**src/rtl/gate2_sel_pkg.sv**
```systemverilog
// package for the gate-2 input selection stage of a logic cell
// assumes a single register clock; no timing figures apply to this block
package gate2_sel_pkg;

   // ==========================================
   // register bus
   localparam int ADDR_W = 4;
   localparam int DATA_W = 8;

   typedef logic [ADDR_W-1:0] reg_addr_t;
   typedef logic [DATA_W-1:0] reg_data_t;

   localparam reg_addr_t SEL_OFFSET = 4'h0;
   localparam reg_data_t RDATA_RESET = 8'h00;
   localparam reg_data_t UNMAPPED_READ = 8'h00;
   localparam logic TERM_RESET = 1'b0;

   // ==========================================
   // select field positions
   localparam int POS_IN4_TRUE = 7;
   localparam int POS_IN4_INV = 6;
   localparam int POS_IN3_TRUE = 5;
   localparam int POS_IN3_INV = 4;
   localparam int POS_IN2_TRUE = 3;
   localparam int POS_IN2_INV = 2;
   localparam int POS_IN1_TRUE = 1;
   localparam int POS_IN1_INV = 0;

   // bit 7 first, bit 0 last
   typedef struct packed {
      logic g2_in4_true_en;
      logic g2_in4_inv_en;
      logic g2_in3_true_en;
      logic g2_in3_inv_en;
      logic g2_in2_true_en;
      logic g2_in2_inv_en;
      logic g2_in1_true_en;
      logic g2_in1_inv_en;
   } gate2_sel_t;

   // ==========================================
   // data inputs from the four data selectors
   typedef struct packed {
      logic data_in4_true;
      logic data_in3_true;
      logic data_in2_true;
      logic data_in1_true;
   } data_in_t;

endpackage : gate2_sel_pkg

```
**src/rtl/logic_cell_gate2_input_select.sv**
```systemverilog
// gate-2 input selection stage of a configurable logic cell
// assumes data inputs come from same-clock logic and the bus master
// keeps strobes one cycle wide and never raises both at once
//
// Notes on behaviour
// - select bit 7 gates true input 4, bit 6 inverted input 4 into the term
// - select bit 5 gates true input 3, bit 4 inverted input 3 into the term
// - select bit 3 gates true input 2, bit 2 inverted input 2 into the term
// - select bit 1 gates true input 1, bit 0 inverted input 1 into the term
`timescale 1ns/1ps

module logic_cell_gate2_input_select (
   input wire logic sys_clk,
   input wire logic reset,
   input wire gate2_sel_pkg::reg_addr_t reg_addr,
   input wire gate2_sel_pkg::reg_data_t reg_wdata,
   input wire logic reg_write,
   input wire logic reg_read,
   output gate2_sel_pkg::reg_data_t reg_rdata,
   input wire gate2_sel_pkg::data_in_t data_in,
   output logic gate2_term
);
   import gate2_sel_pkg::*;

   // ==========================================
   // address decode
   logic sel_hit;
   logic sel_write;
   logic sel_read;

   always_comb begin
      sel_hit = (reg_addr == SEL_OFFSET);
      sel_write = reg_write && sel_hit;
      sel_read = reg_read && sel_hit;
   end

   // ==========================================
   // select register storage
   gate2_sel_t sel;
   reg_data_t sel_raw;

   sel_store #(
      .W(DATA_W)
   ) u_sel_store (
      .sys_clk(sys_clk),
      .wr_en(sel_write),
      .wr_data(reg_wdata),
      .stored(sel_raw)
   );

   assign sel = gate2_sel_t'(sel_raw);

   // ==========================================
   // read data, one cycle after the read strobe
   reg_data_t rdata_q;
   reg_data_t rdata_d;

   always_comb begin
      rdata_d = RDATA_RESET;
      if (reg_read) begin
         if (sel_hit) begin
            rdata_d = sel_raw;
         end else begin
            rdata_d = UNMAPPED_READ;
         end
      end
   end

   always_ff @(posedge sys_clk or posedge reset) begin
      if (reset) begin
         rdata_q <= RDATA_RESET;
      end else begin
         rdata_q <= rdata_d;
      end
   end

   assign reg_rdata = rdata_q;

   // ==========================================
   // polarity gating per data input
   logic in4_contrib;
   logic in3_contrib;
   logic in2_contrib;
   logic in1_contrib;

   polarity_gate #(
      .W(1)
   ) u_gate_in4 (
      .data_true(data_in.data_in4_true),
      .true_en(sel.g2_in4_true_en),
      .inv_en(sel.g2_in4_inv_en),
      .contrib(in4_contrib)
   );

   polarity_gate #(
      .W(1)
   ) u_gate_in3 (
      .data_true(data_in.data_in3_true),
      .true_en(sel.g2_in3_true_en),
      .inv_en(sel.g2_in3_inv_en),
      .contrib(in3_contrib)
   );

   polarity_gate #(
      .W(1)
   ) u_gate_in2 (
      .data_true(data_in.data_in2_true),
      .true_en(sel.g2_in2_true_en),
      .inv_en(sel.g2_in2_inv_en),
      .contrib(in2_contrib)
   );

   polarity_gate #(
      .W(1)
   ) u_gate_in1 (
      .data_true(data_in.data_in1_true),
      .true_en(sel.g2_in1_true_en),
      .inv_en(sel.g2_in1_inv_en),
      .contrib(in1_contrib)
   );

   // ==========================================
   // gate-2 term, or of every enabled polarity
   logic term_q;
   logic term_d;

   always_comb begin
      term_d = in4_contrib | in3_contrib | in2_contrib | in1_contrib;
   end

   always_ff @(posedge sys_clk or posedge reset) begin
      if (reset) begin
         term_q <= TERM_RESET;
      end else begin
         term_q <= term_d;
      end
   end

   assign gate2_term = term_q;

   // ==========================================
   // helper views for checking
   logic [3:0] data_vec;
   logic [3:0] true_en_vec;
   logic [3:0] inv_en_vec;
   logic ref_term;
   logic sel_one_hot;

   always_comb begin
      data_vec = {data_in.data_in4_true, data_in.data_in3_true,
                  data_in.data_in2_true, data_in.data_in1_true};
      true_en_vec = {sel_raw[POS_IN4_TRUE], sel_raw[POS_IN3_TRUE],
                     sel_raw[POS_IN2_TRUE], sel_raw[POS_IN1_TRUE]};
      inv_en_vec = {sel_raw[POS_IN4_INV], sel_raw[POS_IN3_INV],
                    sel_raw[POS_IN2_INV], sel_raw[POS_IN1_INV]};
      ref_term = |((true_en_vec & data_vec) | (inv_en_vec & ~data_vec));
      sel_one_hot = $onehot(sel_raw);
   end
endmodule : logic_cell_gate2_input_select

```
**src/rtl/polarity_gate.sv**
```systemverilog
// one data input gated into a term in true and/or inverted polarity
// assumes data and enables are settled logic of the same clock
`timescale 1ns/1ps

module polarity_gate #(
   parameter int W = 1
) (
   input wire logic [W-1:0] data_true,
   input wire logic [W-1:0] true_en,
   input wire logic [W-1:0] inv_en,
   output logic [W-1:0] contrib
);

   logic [W-1:0] data_inverted;

   always_comb begin
      data_inverted = ~data_true;
      contrib = (true_en & data_true) | (inv_en & data_inverted);
   end

endmodule : polarity_gate

```
**src/rtl/sel_store.sv**
```systemverilog
// storage for a software select register
// holds no reset: contents are unknown at power-on, kept across resets
`timescale 1ns/1ps

module sel_store #(
   parameter int W = 8
) (
   input wire logic sys_clk,
   input wire logic wr_en,
   input wire logic [W-1:0] wr_data,
   output logic [W-1:0] stored
);

   logic [W-1:0] store_q;
   logic [W-1:0] store_d;

   always_comb begin
      store_d = wr_en ? wr_data : store_q;
   end

   // deliberately no reset branch
   always_ff @(posedge sys_clk) begin
      store_q <= store_d;
   end

   assign stored = store_q;

endmodule : sel_store

```
**config.mk**
```make
export PLATFORM = sky130hd
export DESIGN_NAME = logic_cell_gate2_input_select
export DESIGN_NICKNAME = d
export VERILOG_FILES = /design/src/rtl/gate2_sel_pkg.sv /design/src/rtl/logic_cell_gate2_input_select.sv /design/src/rtl/polarity_gate.sv /design/src/rtl/sel_store.sv
export SDC_FILE = /design/constraint.sdc
export NUM_CORES = 1
export LEC_CHECK = 0
export ABC_AREA = 0
export BUFFER_PORTS_ARGS = -buffer_cell sky130_fd_sc_hd__clkbuf_2
export CORE_AREA = 8 8 58 60
export CTS_BUF_LIST = sky130_fd_sc_hd__clkbuf_8
export DETAILED_ROUTE_END_ITERATION = 12
export DIE_AREA = 0 0 66 68
export RECOVER_POWER = 50
export REMOVE_ABC_BUFFERS = 1
export SLEW_MARGIN = 15
export SYNTH_ARGS = -nofsm -noshare
export SYNTH_HDL_FRONTEND = slang
export SYNTH_SLANG_ARGS = --single-unit
```
**constraint.sdc**
```tcl
create_clock -name sys_clk -period 1.8 [get_ports sys_clk]
set_input_delay 0.09 -clock sys_clk [delete_from_list [all_inputs] [get_ports sys_clk]]
set_output_delay 0.09 -clock sys_clk [all_outputs]
set_load 0.01 [all_outputs]
```
Word level (Yosys, flattened, before mapping)
Index checks and enable logic that the tools add are counted.
- output and inout port bits: 9
- register bits after elaboration: 17
- word-level logic and storage cells: 26
- input bits: 20
- reductions and logical operators: 2
- mux-type cells: 2
- bitwise operators: 19
- operators by type and width (kind ; count):
    2-to-1 mux 8 bit ; 2
    AND 1 bit ; 8
    OR 1 bit ; 7
    zero test 4 bit ; 1
    inverter 1 bit ; 4
    logical AND 1 bit ; 1

Logic depth before layout (Yosys ltp)
Gate-level depths: netlist (run 1).
- depth in word-level cells: 6
- gate-level depth with buffers: 2
- depth with buffers taken out: 2

Modules after synthesis
A second synthesis (run 1) with hierarchy kept.
- cell total of the unflattened synthesis: 44
- area total of the unflattened synthesis: 630.6 µm²
- by module, submodules not included (module ; seq. area each (µm²) ; times used ; area each (µm²) ; cells each):
    logic_cell_gate2_input_select ; 225.2 ; 1 ; 330.3 ; 32
    sel_store ; 240.2 ; 1 ; 240.2 ; 8
    polarity_gate ; 0.0 ; 4 ; 15.0 ; 1

Worst setup path before layout (run 1)
Ideal clock, no wire load.
- kind: input to register
- start point: in reg_addr[3]
- end point: reg u_sel_store.store_q[0], in the netlist u_sel_store.stored[0], enable pin
- library setup time: 0.310 ns
- slack: 0.772 ns
- stages on the path: 2
- arrival: 0.718 ns
- path buffers: 0
- data required time: 1.490 ns
- cell sequence: nor4_4 > and2_2
- word-level cells in the longest chain between the ends: 2
- RTL lines (item ; RTL line ; text):
    start: declaration ; logic_cell_gate2_input_select.sv:15 ; input wire gate2_sel_pkg::reg_addr_t reg_addr,
    zero test 4 bit ; logic_cell_gate2_input_select.sv:32 ; sel_hit = (reg_addr == SEL_OFFSET);
    logical AND 1 bit ; logic_cell_gate2_input_select.sv:33 ; sel_write = reg_write && sel_hit;
    net sel_write ; logic_cell_gate2_input_select.sv:28 ; logic sel_write;
    end signal: assignment ; sel_store.sv:23 ; store_q <= store_d;
    end: declaration ; sel_store.sv:14 ; logic [W-1:0] store_q;
The timed path passes the listed nets, and every way through them passes these cells.
A chain may end at the register's enable or synchronous reset.

Final worst setup path (run 1)
Same ends and word-level chain as after synthesis.

==> results_dict.tcl, run 1 <==
set metrics [dict create \
    clock.fmax_ghz 0.989 \
    top_layer "met4" \
    coreArea_sq_mm 0.00257 \
    fin_setup_tns_ns 0 \
    yosysTopAreaCellShare_pct 40.4 \
    setup_viol 0 \
    synthAdderAreaFrac_pct 0 \
    clk_path_buf_depth 2 \
    synth_area_sq_um 594 \
    met2WireLength_microns 536 \
    yosysSeqAreaShare_pct 78.3 \
    wl_per_cell_microns 11.9 \
    ys_seq_elements 17 \
    grt_pass1_wl_microns 1970 \
    synth_top_area_cell "edfxtp_1" \
    grt_usage_pct 5.94 \
    die_y_microns 68 \
    antenna_found_initial 0 \
    grt_remaining_overflow 0 \
    synth_mux_area_share_pct 6.74 \
    rsz0062_at_grt "false" \
    htree_levels 1 \
    cp_max_fo 9 \
    clock_latency_ns 0.24 \
    clk_pin_slew_ns 0.06 \
    status "finished, final reports clean" \
    critPathKind "primary input to flip-flop" \
    power_density_mw_per_mm2 870 \
    worstPathArrival_ns 0.95 \
    yosysUniqueCellTypes 8 \
    ant_nets 0 \
    start_kind "primary input" \
    period_share_pct 56.2 \
    synth_top_family_by_area "simple AND/OR/NAND/NOR gates" \
    synthSimpleGateAreaFrac_pct 14.3 \
    drive_above_1_share_pct 48.5 \
    syn_inst 33 \
    vias_per_cell 3.82 \
    ios 29 \
    fin_hold_ws_ns 0.0189 \
    dieArea_sq_mm 0.00449 \
    maxCapViolCount 0 \
    relSlewSlack_pct 72.7 \
    hold_class "primary input to flip-flop" \
    wl_met3_microns 170 \
    peakVddDrop_uv 306 \
    fin_crit_ns 1.01 \
    num_vias 371 \
    globalplace.congestion 0.663 \
    port-buffer-count 28 \
    yosysWarnings 0 \
    initial_utilization_pct 23.1 \
    drt_first_iter_violations 1 \
    cts.sinks 17 \
    synth-compound-area-share_pct 0 \
    numCtsBuffers 3 \
    cts_resized 0 \
    nets 87 \
    synth_area_per_cell_sq_um 18.0 \
    tightest_slew_ns 0.407 \
    drt-total-wl_microns 1160 \
    fin_skew_ns 0.00237 \
    fillers 274 \
    end_kind "flip-flop" \
    synthXorXnorAreaFrac_pct 0 \
    hold_viol_final 0 \
    cts_tree "yes" \
    drc 0 \
    die_w_microns 66 \
    syn_to_final_growth_pct 39.2 \
    cts-root-buf "clkbuf_8" \
    required_ns 1.74 \
    ys_top_cells_by_area "edfxtp_1, dfrtp_1, and3_1" \
    grt_pass1_vias 448 \
    slew_viol_final 0 \
    firstDrtPassIters 2 \
    cellLeakagePower_uw 0.000424 \
    grt_max_degree 10 \
    row_count 19 \
    diodes 0 \
    wl_met1_microns 432 \
]
kinds of logic (layout without fill, tap and decap cells):
kind of cell,Yosys count,after routing
buffers and inverters,1,34
flip-flops,17,17
multiplexers,4,4
AND/OR/NAND/NOR,11,11
through the flow:
stage | std cells | instance area (sq um) | worst slack, ns | utilization (%) | total power [uW]
floorplan | 33 | 594 | 0.772 | - | 435
global placement | 92 | 773 | 0.572 | 30.1 | 463
detailed placement | 92 | 773 | 0.526 | 30.1 | 464
CTS | 97 | 828 | 0.791 | 32.3 | 733
global route | 97 | 827 | 0.712 | 32.2 | 760
finish | 97 | 827 | 0.789 | 32.2 | 719
layout make-up:
| class | instances | area [sq um] | area share [%] |
|---|---|---|---|
| clock buffers | 3 | 41.3 | 4.99 |
| clock inverters | 1 | 3.75 | 0.454 |
| inverters | 1 | 3.75 | 0.454 |
| multi-input cells | 15 | 125 | 15.1 |
| flip-flops and latches | 17 | 465 | 56.3 |
| well taps | 31 | 38.8 | 4.69 |
| repair buffers | 29 | 149 | 18.0 |
metal layers:
layer,global-route usage [%],vias up
met5,0,-
met2,9.62,21
met1,5.32,161
met4,4.80,0
li1,-,187
met3,3.60,2
synthesized netlist by cell type (all sizes together):
cell type,count
and2,1
edfxtp,8
mux2i,4
nand4,1
dfrtp,9
inv,1
and3,8
nor4,1
what timing repair did:
item / CTS / global route
hold endpoints to repair: 9 / 0
buffers inserted: 0 / 0
hold buffers: 1 / 0
critical path: stages:
cell	delay (ns)
clkbuf_1	0.09
nor4_4	0.44
and2_2	0.33
sequential cells by signal (all words and copies together) (netlist names):
register / cells
gate2_term: 1
reg_rdata: 8
u_sel_store.stored: 8
report_power, final:
| part | total, uW | switching [uW] | internal, uW |
|---|---|---|---|
| logic | 41.7 | 19.2 | 22.5 |
| registers | 415 | 1.89 | 413 |
| clock network | 262 | 111 | 151 |
| total | 719 | 133 | 587 |
cell usage in the layout, fill, tap and decap left out:
cell type and n:
clkbuf_2 27, dfrtp_1 9, and3_1 8, edfxtp_1 8
mux2i_1 4, clkbuf_8 3, inv_1 2, nor4_4 1
nand4_1 1, and2_2 1, dlygate4sd3_1 1, clkbuf_1 1
path summary, 6_finish.rpt:
kind | from | end | slack [ns] | depth (start not counted)
worst max-delay path | reg_addr[3] | u_sel_store.stored[0]$_DFFE_PP_ | 0.79 | 3
worst min-delay path | reg_wdata[2] | u_sel_store.stored[2]$_DFFE_PP_ | 0.02 | 1
worst max register to register | u_sel_store.stored[5]$_DFFE_PP_ | gate2_term$_DFF_PP0_ | 1.02 | 2
worst min register to register | u_sel_store.stored[2]$_DFFE_PP_ | gate2_term$_DFF_PP0_ | 0.50 | 2
max in group asynchronous | reset | reg_rdata[4]$_DFF_PP0_ | 1.25 | 3
min in group asynchronous | reset | reg_rdata[7]$_DFF_PP0_ | 0.31 | 3
Note: power is estimated with default switching activity, not from simulation.
==> run 2, diff against run 1 <==
==> constraint.sdc (replaced) <==
create_clock -name sys_clk -period 0.9 [get_ports sys_clk]
set_input_delay 0.045 -clock sys_clk [delete_from_list [all_inputs] [get_ports sys_clk]]
set_output_delay 0.045 -clock sys_clk [all_outputs]
set_load 0.01 [all_outputs]
==> run 2 against run 1 <==
Compared with the run above:
- total power up 100%
- worst hold slack better by 0.046 ns
- global-route usage down 0.41 points
- non-clock buffer count up 9
- wire length down 3.0%
- critical path depth down 1
- clock-buffer cell count unchanged
- first-iteration DRC count rose to 4.0 times the previous value
- highest routed layer unchanged
==> results_dict.tcl, run 2 (same netlist as run 1, synthesis figures left out) <==
set metrics [dict create \
    status "finished, final reports clean" \
    cts.sinks 17 \
    tightest_slew_ns 0.303 \
    wl_per_cell_microns 10.6 \
    coreArea_sq_mm 0.00257 \
    clk_path_buf_depth 2 \
    setup_viol 0 \
    rr_endpoint "gate2_term$_DFF_PP0_" \
    die_w_microns 66 \
    antenna_found_initial 0 \
    utilization_pct 35.7 \
    ff2ff_setup_slack_ns 0.11 \
    initial_utilization_pct 23.1 \
    hold_class "primary input to flip-flop" \
    drive_above_1_share_pct 45.3 \
    setup.worst_path.start "u_sel_store.stored[5]$_DFFE_PP_" \
    rsz0062_at_grt "false" \
    clock_latency_ns 0.24 \
    grt_pass1_wl_microns 1840 \
    critPathKind "flip-flop to flip-flop" \
    grt_usage_pct 5.53 \
    clk_pin_slew_ns 0.06 \
    fin_skew_ns 0.00120 \
    drt_first_iter_violations 4 \
    cts_resized 0 \
    hold_path_depth 3 \
    start_kind "flip-flop" \
    fin_hold_ws_ns 0.0651 \
    final_common_cell "clkbuf_2" \
    die_y_microns 68 \
    period_share_pct 88.3 \
    firstDrtPassIters 2 \
    hold_end "gate2_term$_DFF_PP0_" \
    grt_pass1_vias 425 \
    cts-root-buf "clkbuf_8" \
    timing.rr.start "u_sel_store.stored[5]$_DFFE_PP_" \
    end_kind "flip-flop" \
    syn_to_final_growth_pct 54.1 \
    row_count 19 \
    drt-total-wl_microns 1120 \
    finalPower_uw 1470 \
    ios 29 \
    multi_input_area_sq_um 125 \
    cellLeakagePower_uw 0.000466 \
    vias_per_cell 3.79 \
    fin_setup_tns_ns 0 \
    required_ns 1.01 \
    port-buffer-count 28 \
    num_vias 402 \
    slew_viol_final 0 \
    grt_max_degree 10 \
    hold_viol_final 0 \
    final_cell_mix "clkbuf_2, dfrtp_1, dlygate4sd3_1" \
    dieArea_sq_mm 0.00449 \
    cp_max_fo 2 \
    fin_crit_ns 0.795 \
    htree_levels 1 \
    drc 0 \
    power_density_mw_per_mm2 1600 \
    globalplace.congestion 0.749 \
    clock.fmax_ghz 1.26 \
    diodes 0 \
    ant_nets 0 \
    worstPathArrival_ns 0.91 \
    grt_remaining_overflow 0 \
    numCtsBuffers 3 \
    cts_tree "yes" \
    regArea_sq_um 465 \
    relSlewSlack_pct 79.8 \
    peakVddDrop_uv 431 \
    hold_start "data_in[1]" \
    nets 96 \
    fillers 261 \
    maxCapViolCount 0 \
    worst-r2r-cell-count 2 \
]
## run 2: cell count changes in the layout (fill, tap and decap cells not counted), sizes merged
| cell | change |
|---|---|
| dlygate4sd3 | +8 |
| buf | +1 |
## run 2: worst max-delay path by stage
stage | endpoint | cells after the start | slack, ns
6_report | gate2_term$_DFF_PP0_ | 2 | 0.11
5_1_grt | gate2_term$_DFF_PP0_ | 2 | 0.03
3_3_place_gp | u_sel_store.stored[3]$_DFFE_PP_ | 3 | -0.11
3_5_place_dp | u_sel_store.stored[3]$_DFFE_PP_ | 3 | -0.14
4_1_cts | gate2_term$_DFF_PP0_ | 2 | 0.1
2_1_floorplan | u_sel_store.stored[0]$_DFFE_PP_ | 2 | -0.08
## run 2: critical path: stages, from the launching register on
cell	delay, ns
edfxtp_1	0.38
mux2i_1	0.17
nand4_1	0.11
## run 2: where the power goes
part           internal [uW]  switching (uW)
clock                    301             222
combinational           69.3            42.7
sequential               827            3.81
total                   1200             268
## run 2: through the flow
step,std cells,worst slack [ns],area [sq um]
2_1_floorplan,33,-0.0834,594
3_3_place_gp,93,-0.112,781
3_5_place_dp,93,-0.141,781
4_1_cts,106,0.0983,916
5_1_grt,106,0.0294,916
6_report,106,0.105,916
## run 2: repair_timing
item / CTS / global route
hold endpoints to repair: 17 / 0
setup buffers: 0 / 0
hold buffers: 9 / 0
## run 2: cell type report
cell class	instances	share of cell area, %
clock inverter	1	0.410
inverter	1	0.410
timing repair buffer	38	26.0
multi-input combinational	15	13.7
tap	31	4.23
clock buffer	3	4.51
sequential	17	50.8
## run 2: layer usage
| layer | global-route usage (%) | share of wire, % | up-vias |
|---|---|---|---|
| met5 | 0 | 0 | - |
| met4 | 4.80 | 1.2 | 0 |
| met3 | 2.95 | 14 | 2 |
| met2 | 8.40 | 46 | 21 |
| met1 | 5.52 | 39 | 174 |
| li1 | - | - | 205 |
==> run 3, diff against run 2 <==
--- a/config.mk
+++ b/config.mk
@@ -7,13 +7,15 @@
 export LEC_CHECK = 0
 export ABC_AREA = 0
 export BUFFER_PORTS_ARGS = -buffer_cell sky130_fd_sc_hd__clkbuf_2
+export CELL_PAD_IN_SITES_DETAIL_PLACEMENT = 0
+export CELL_PAD_IN_SITES_GLOBAL_PLACEMENT = 1
 export CORE_AREA = 8 8 58 60
 export CTS_BUF_LIST = sky130_fd_sc_hd__clkbuf_8
 export DETAILED_ROUTE_END_ITERATION = 12
 export DIE_AREA = 0 0 66 68
+export PLACE_DENSITY_LB_ADDON = 0.1
 export RECOVER_POWER = 50
 export REMOVE_ABC_BUFFERS = 1
-export SLEW_MARGIN = 15
 export SYNTH_ARGS = -nofsm -noshare
 export SYNTH_HDL_FRONTEND = slang
 export SYNTH_SLANG_ARGS = --single-unit
==> run 3 against run 2 <==
Compared with the run above:
- via count increased by 2.5%
- clock-buffer cell count did not move
- fmax grew 1.9%
- clock skew grew 0.0020 ns
- cell count did not move
- sequential power about the same
- wire length increased by 15%
- largest power group unchanged
==> results_dict.tcl, run 3 (same netlist as run 1, synthesis figures left out) <==
set metrics [dict create \
    fin_ws_ns 0.120 \
    regArea_sq_um 465 \
    cts_tree "yes" \
    final_common_cell "clkbuf_2" \
    maxCapViolCount 0 \
    grt_max_degree 10 \
    rr_endpoint "gate2_term$_DFF_PP0_" \
    finalPower_uw 1480 \
    hold_start "data_in[1]" \
    hold_class "primary input to flip-flop" \
    dieArea_sq_mm 0.00449 \
    final_cell_mix "clkbuf_2, dfrtp_1, dlygate4sd3_1" \
    period_share_pct 86.7 \
    start_kind "flip-flop" \
    die_y_microns 68 \
    rsz0062_at_grt "false" \
    hold_path_depth 3 \
    drt-total-wl_microns 1290 \
    end_kind "flip-flop" \
    firstDrtPassIters 2 \
    clock_latency_ns 0.25 \
    numCtsBuffers 3 \
    drc 0 \
    cellLeakagePower_uw 0.000466 \
    vias_per_cell 3.89 \
    slew_viol_final 0 \
    nets 96 \
    antenna_found_initial 0 \
    grt_remaining_overflow 0 \
    relSlewSlack_pct 79.8 \
    multi_input_area_sq_um 125 \
    wl_per_cell_microns 12.2 \
    fin_skew_ns 0.00318 \
    hold_viol_final 0 \
    worst-r2r-cell-count 2 \
    num_vias 412 \
    grt_usage_pct 6.39 \
    ff2ff_setup_slack_ns 0.12 \
    clk_path_buf_depth 2 \
    syn_to_final_growth_pct 54.1 \
    cts.sinks 17 \
    htree_levels 1 \
    initial_utilization_pct 23.1 \
    row_count 19 \
    postCtsSetupBuffers 0 \
    die_w_microns 66 \
    drt_first_iter_violations 4 \
    cts-root-buf "clkbuf_8" \
    grt_pass1_vias 518 \
    clk_pin_slew_ns 0.06 \
    timing.rr.start "u_sel_store.stored[5]$_DFFE_PP_" \
    critPathKind "flip-flop to flip-flop" \
    port-buffer-count 28 \
    hold_end "gate2_term$_DFF_PP0_" \
    drive_above_1_share_pct 45.3 \
    power_density_mw_per_mm2 1610 \
    coreArea_sq_mm 0.00257 \
    worstPathArrival_ns 0.90 \
    clock.fmax_ghz 1.28 \
    tightest_slew_ns 0.302 \
    fillers 264 \
    ios 29 \
    pre_cts_ws_ns -0.157 \
    fin_crit_ns 0.780 \
    cp_max_fo 2 \
    diodes 0 \
    required_ns 1.02 \
    ant_nets 0 \
    peakVddDrop_uv 1090 \
    grt_pass1_wl_microns 2210 \
    globalplace.congestion 0.620 \
    status "finished, final reports clean" \
    setup_viol 0 \
]
-- run 3: worst max-delay path, stage by stage, from the launching register on --
cell	delay (ns)
edfxtp_1	0.38
mux2i_1	0.17
nand4_1	0.10
-- run 3: how the worst max path moves through the flow --
stage	from	endpoint	cells past startpoint
final	u_sel_store.stored[5]$_DFFE_PP_	gate2_term$_DFF_PP0_	2
after CTS	u_sel_store.stored[6]$_DFFE_PP_	gate2_term$_DFF_PP0_	2
after floorplan	reg_addr[3]	u_sel_store.stored[0]$_DFFE_PP_	2
after global routing	u_sel_store.stored[5]$_DFFE_PP_	gate2_term$_DFF_PP0_	2
after global placement	reg_addr[3]	u_sel_store.stored[6]$_DFFE_PP_	3
after detailed placement	reg_addr[3]	u_sel_store.stored[7]$_DFFE_PP_	3
-- run 3: per-layer routing --
metal / GRT usage (%) / part of all wire [%] / up-vias
met2: 10.6 / 45 / 26
met1: 6.60 / 41 / 179
li1: - / - / 205
met4: 3.20 / 0.54 / 0
met5: 0 / 0 / -
met3: 3.27 / 13 / 2
-- run 3: cell type report --
class | count | share of cell area (%)
inverters | 1 | 0.410
flip-flops and latches | 17 | 50.8
clock inverters | 1 | 0.410
multi-input cells | 15 | 13.7
repair buffers | 38 | 26.0
well taps | 31 | 4.23
clock buffers | 3 | 4.51
-- run 3: where the power goes --
part | total, uW | switching (uW) | internal [uW]
clock | 534 | 232 | 302
combinational | 114 | 44.1 | 69.4
sequential | 831 | 4.24 | 827
total | 1480 | 281 | 1200
-- run 3: per-stage QoR --
stage | cell area (sq um) | util [%] | instances | setup TNS (ns) | hold slack (ns)
floorplan | 594 | - | 33 | -0.667 | -0.127
global placement | 781 | 30.4 | 93 | -0.941 | -0.00191
detailed placement | 781 | 30.4 | 93 | -1.25 | -0.0144
CTS | 916 | 35.7 | 106 | 0 | 0.0598
global route | 916 | 35.7 | 106 | 0 | 0.0926
finish | 916 | 35.7 | 106 | 0 | 0.0586
-- run 3: timing repair --
action | 4_1_cts | 5_1_grt
hold endpoints to repair | 17 | 0
hold buffers | 9 | 0
resized for setup | 0 | 0
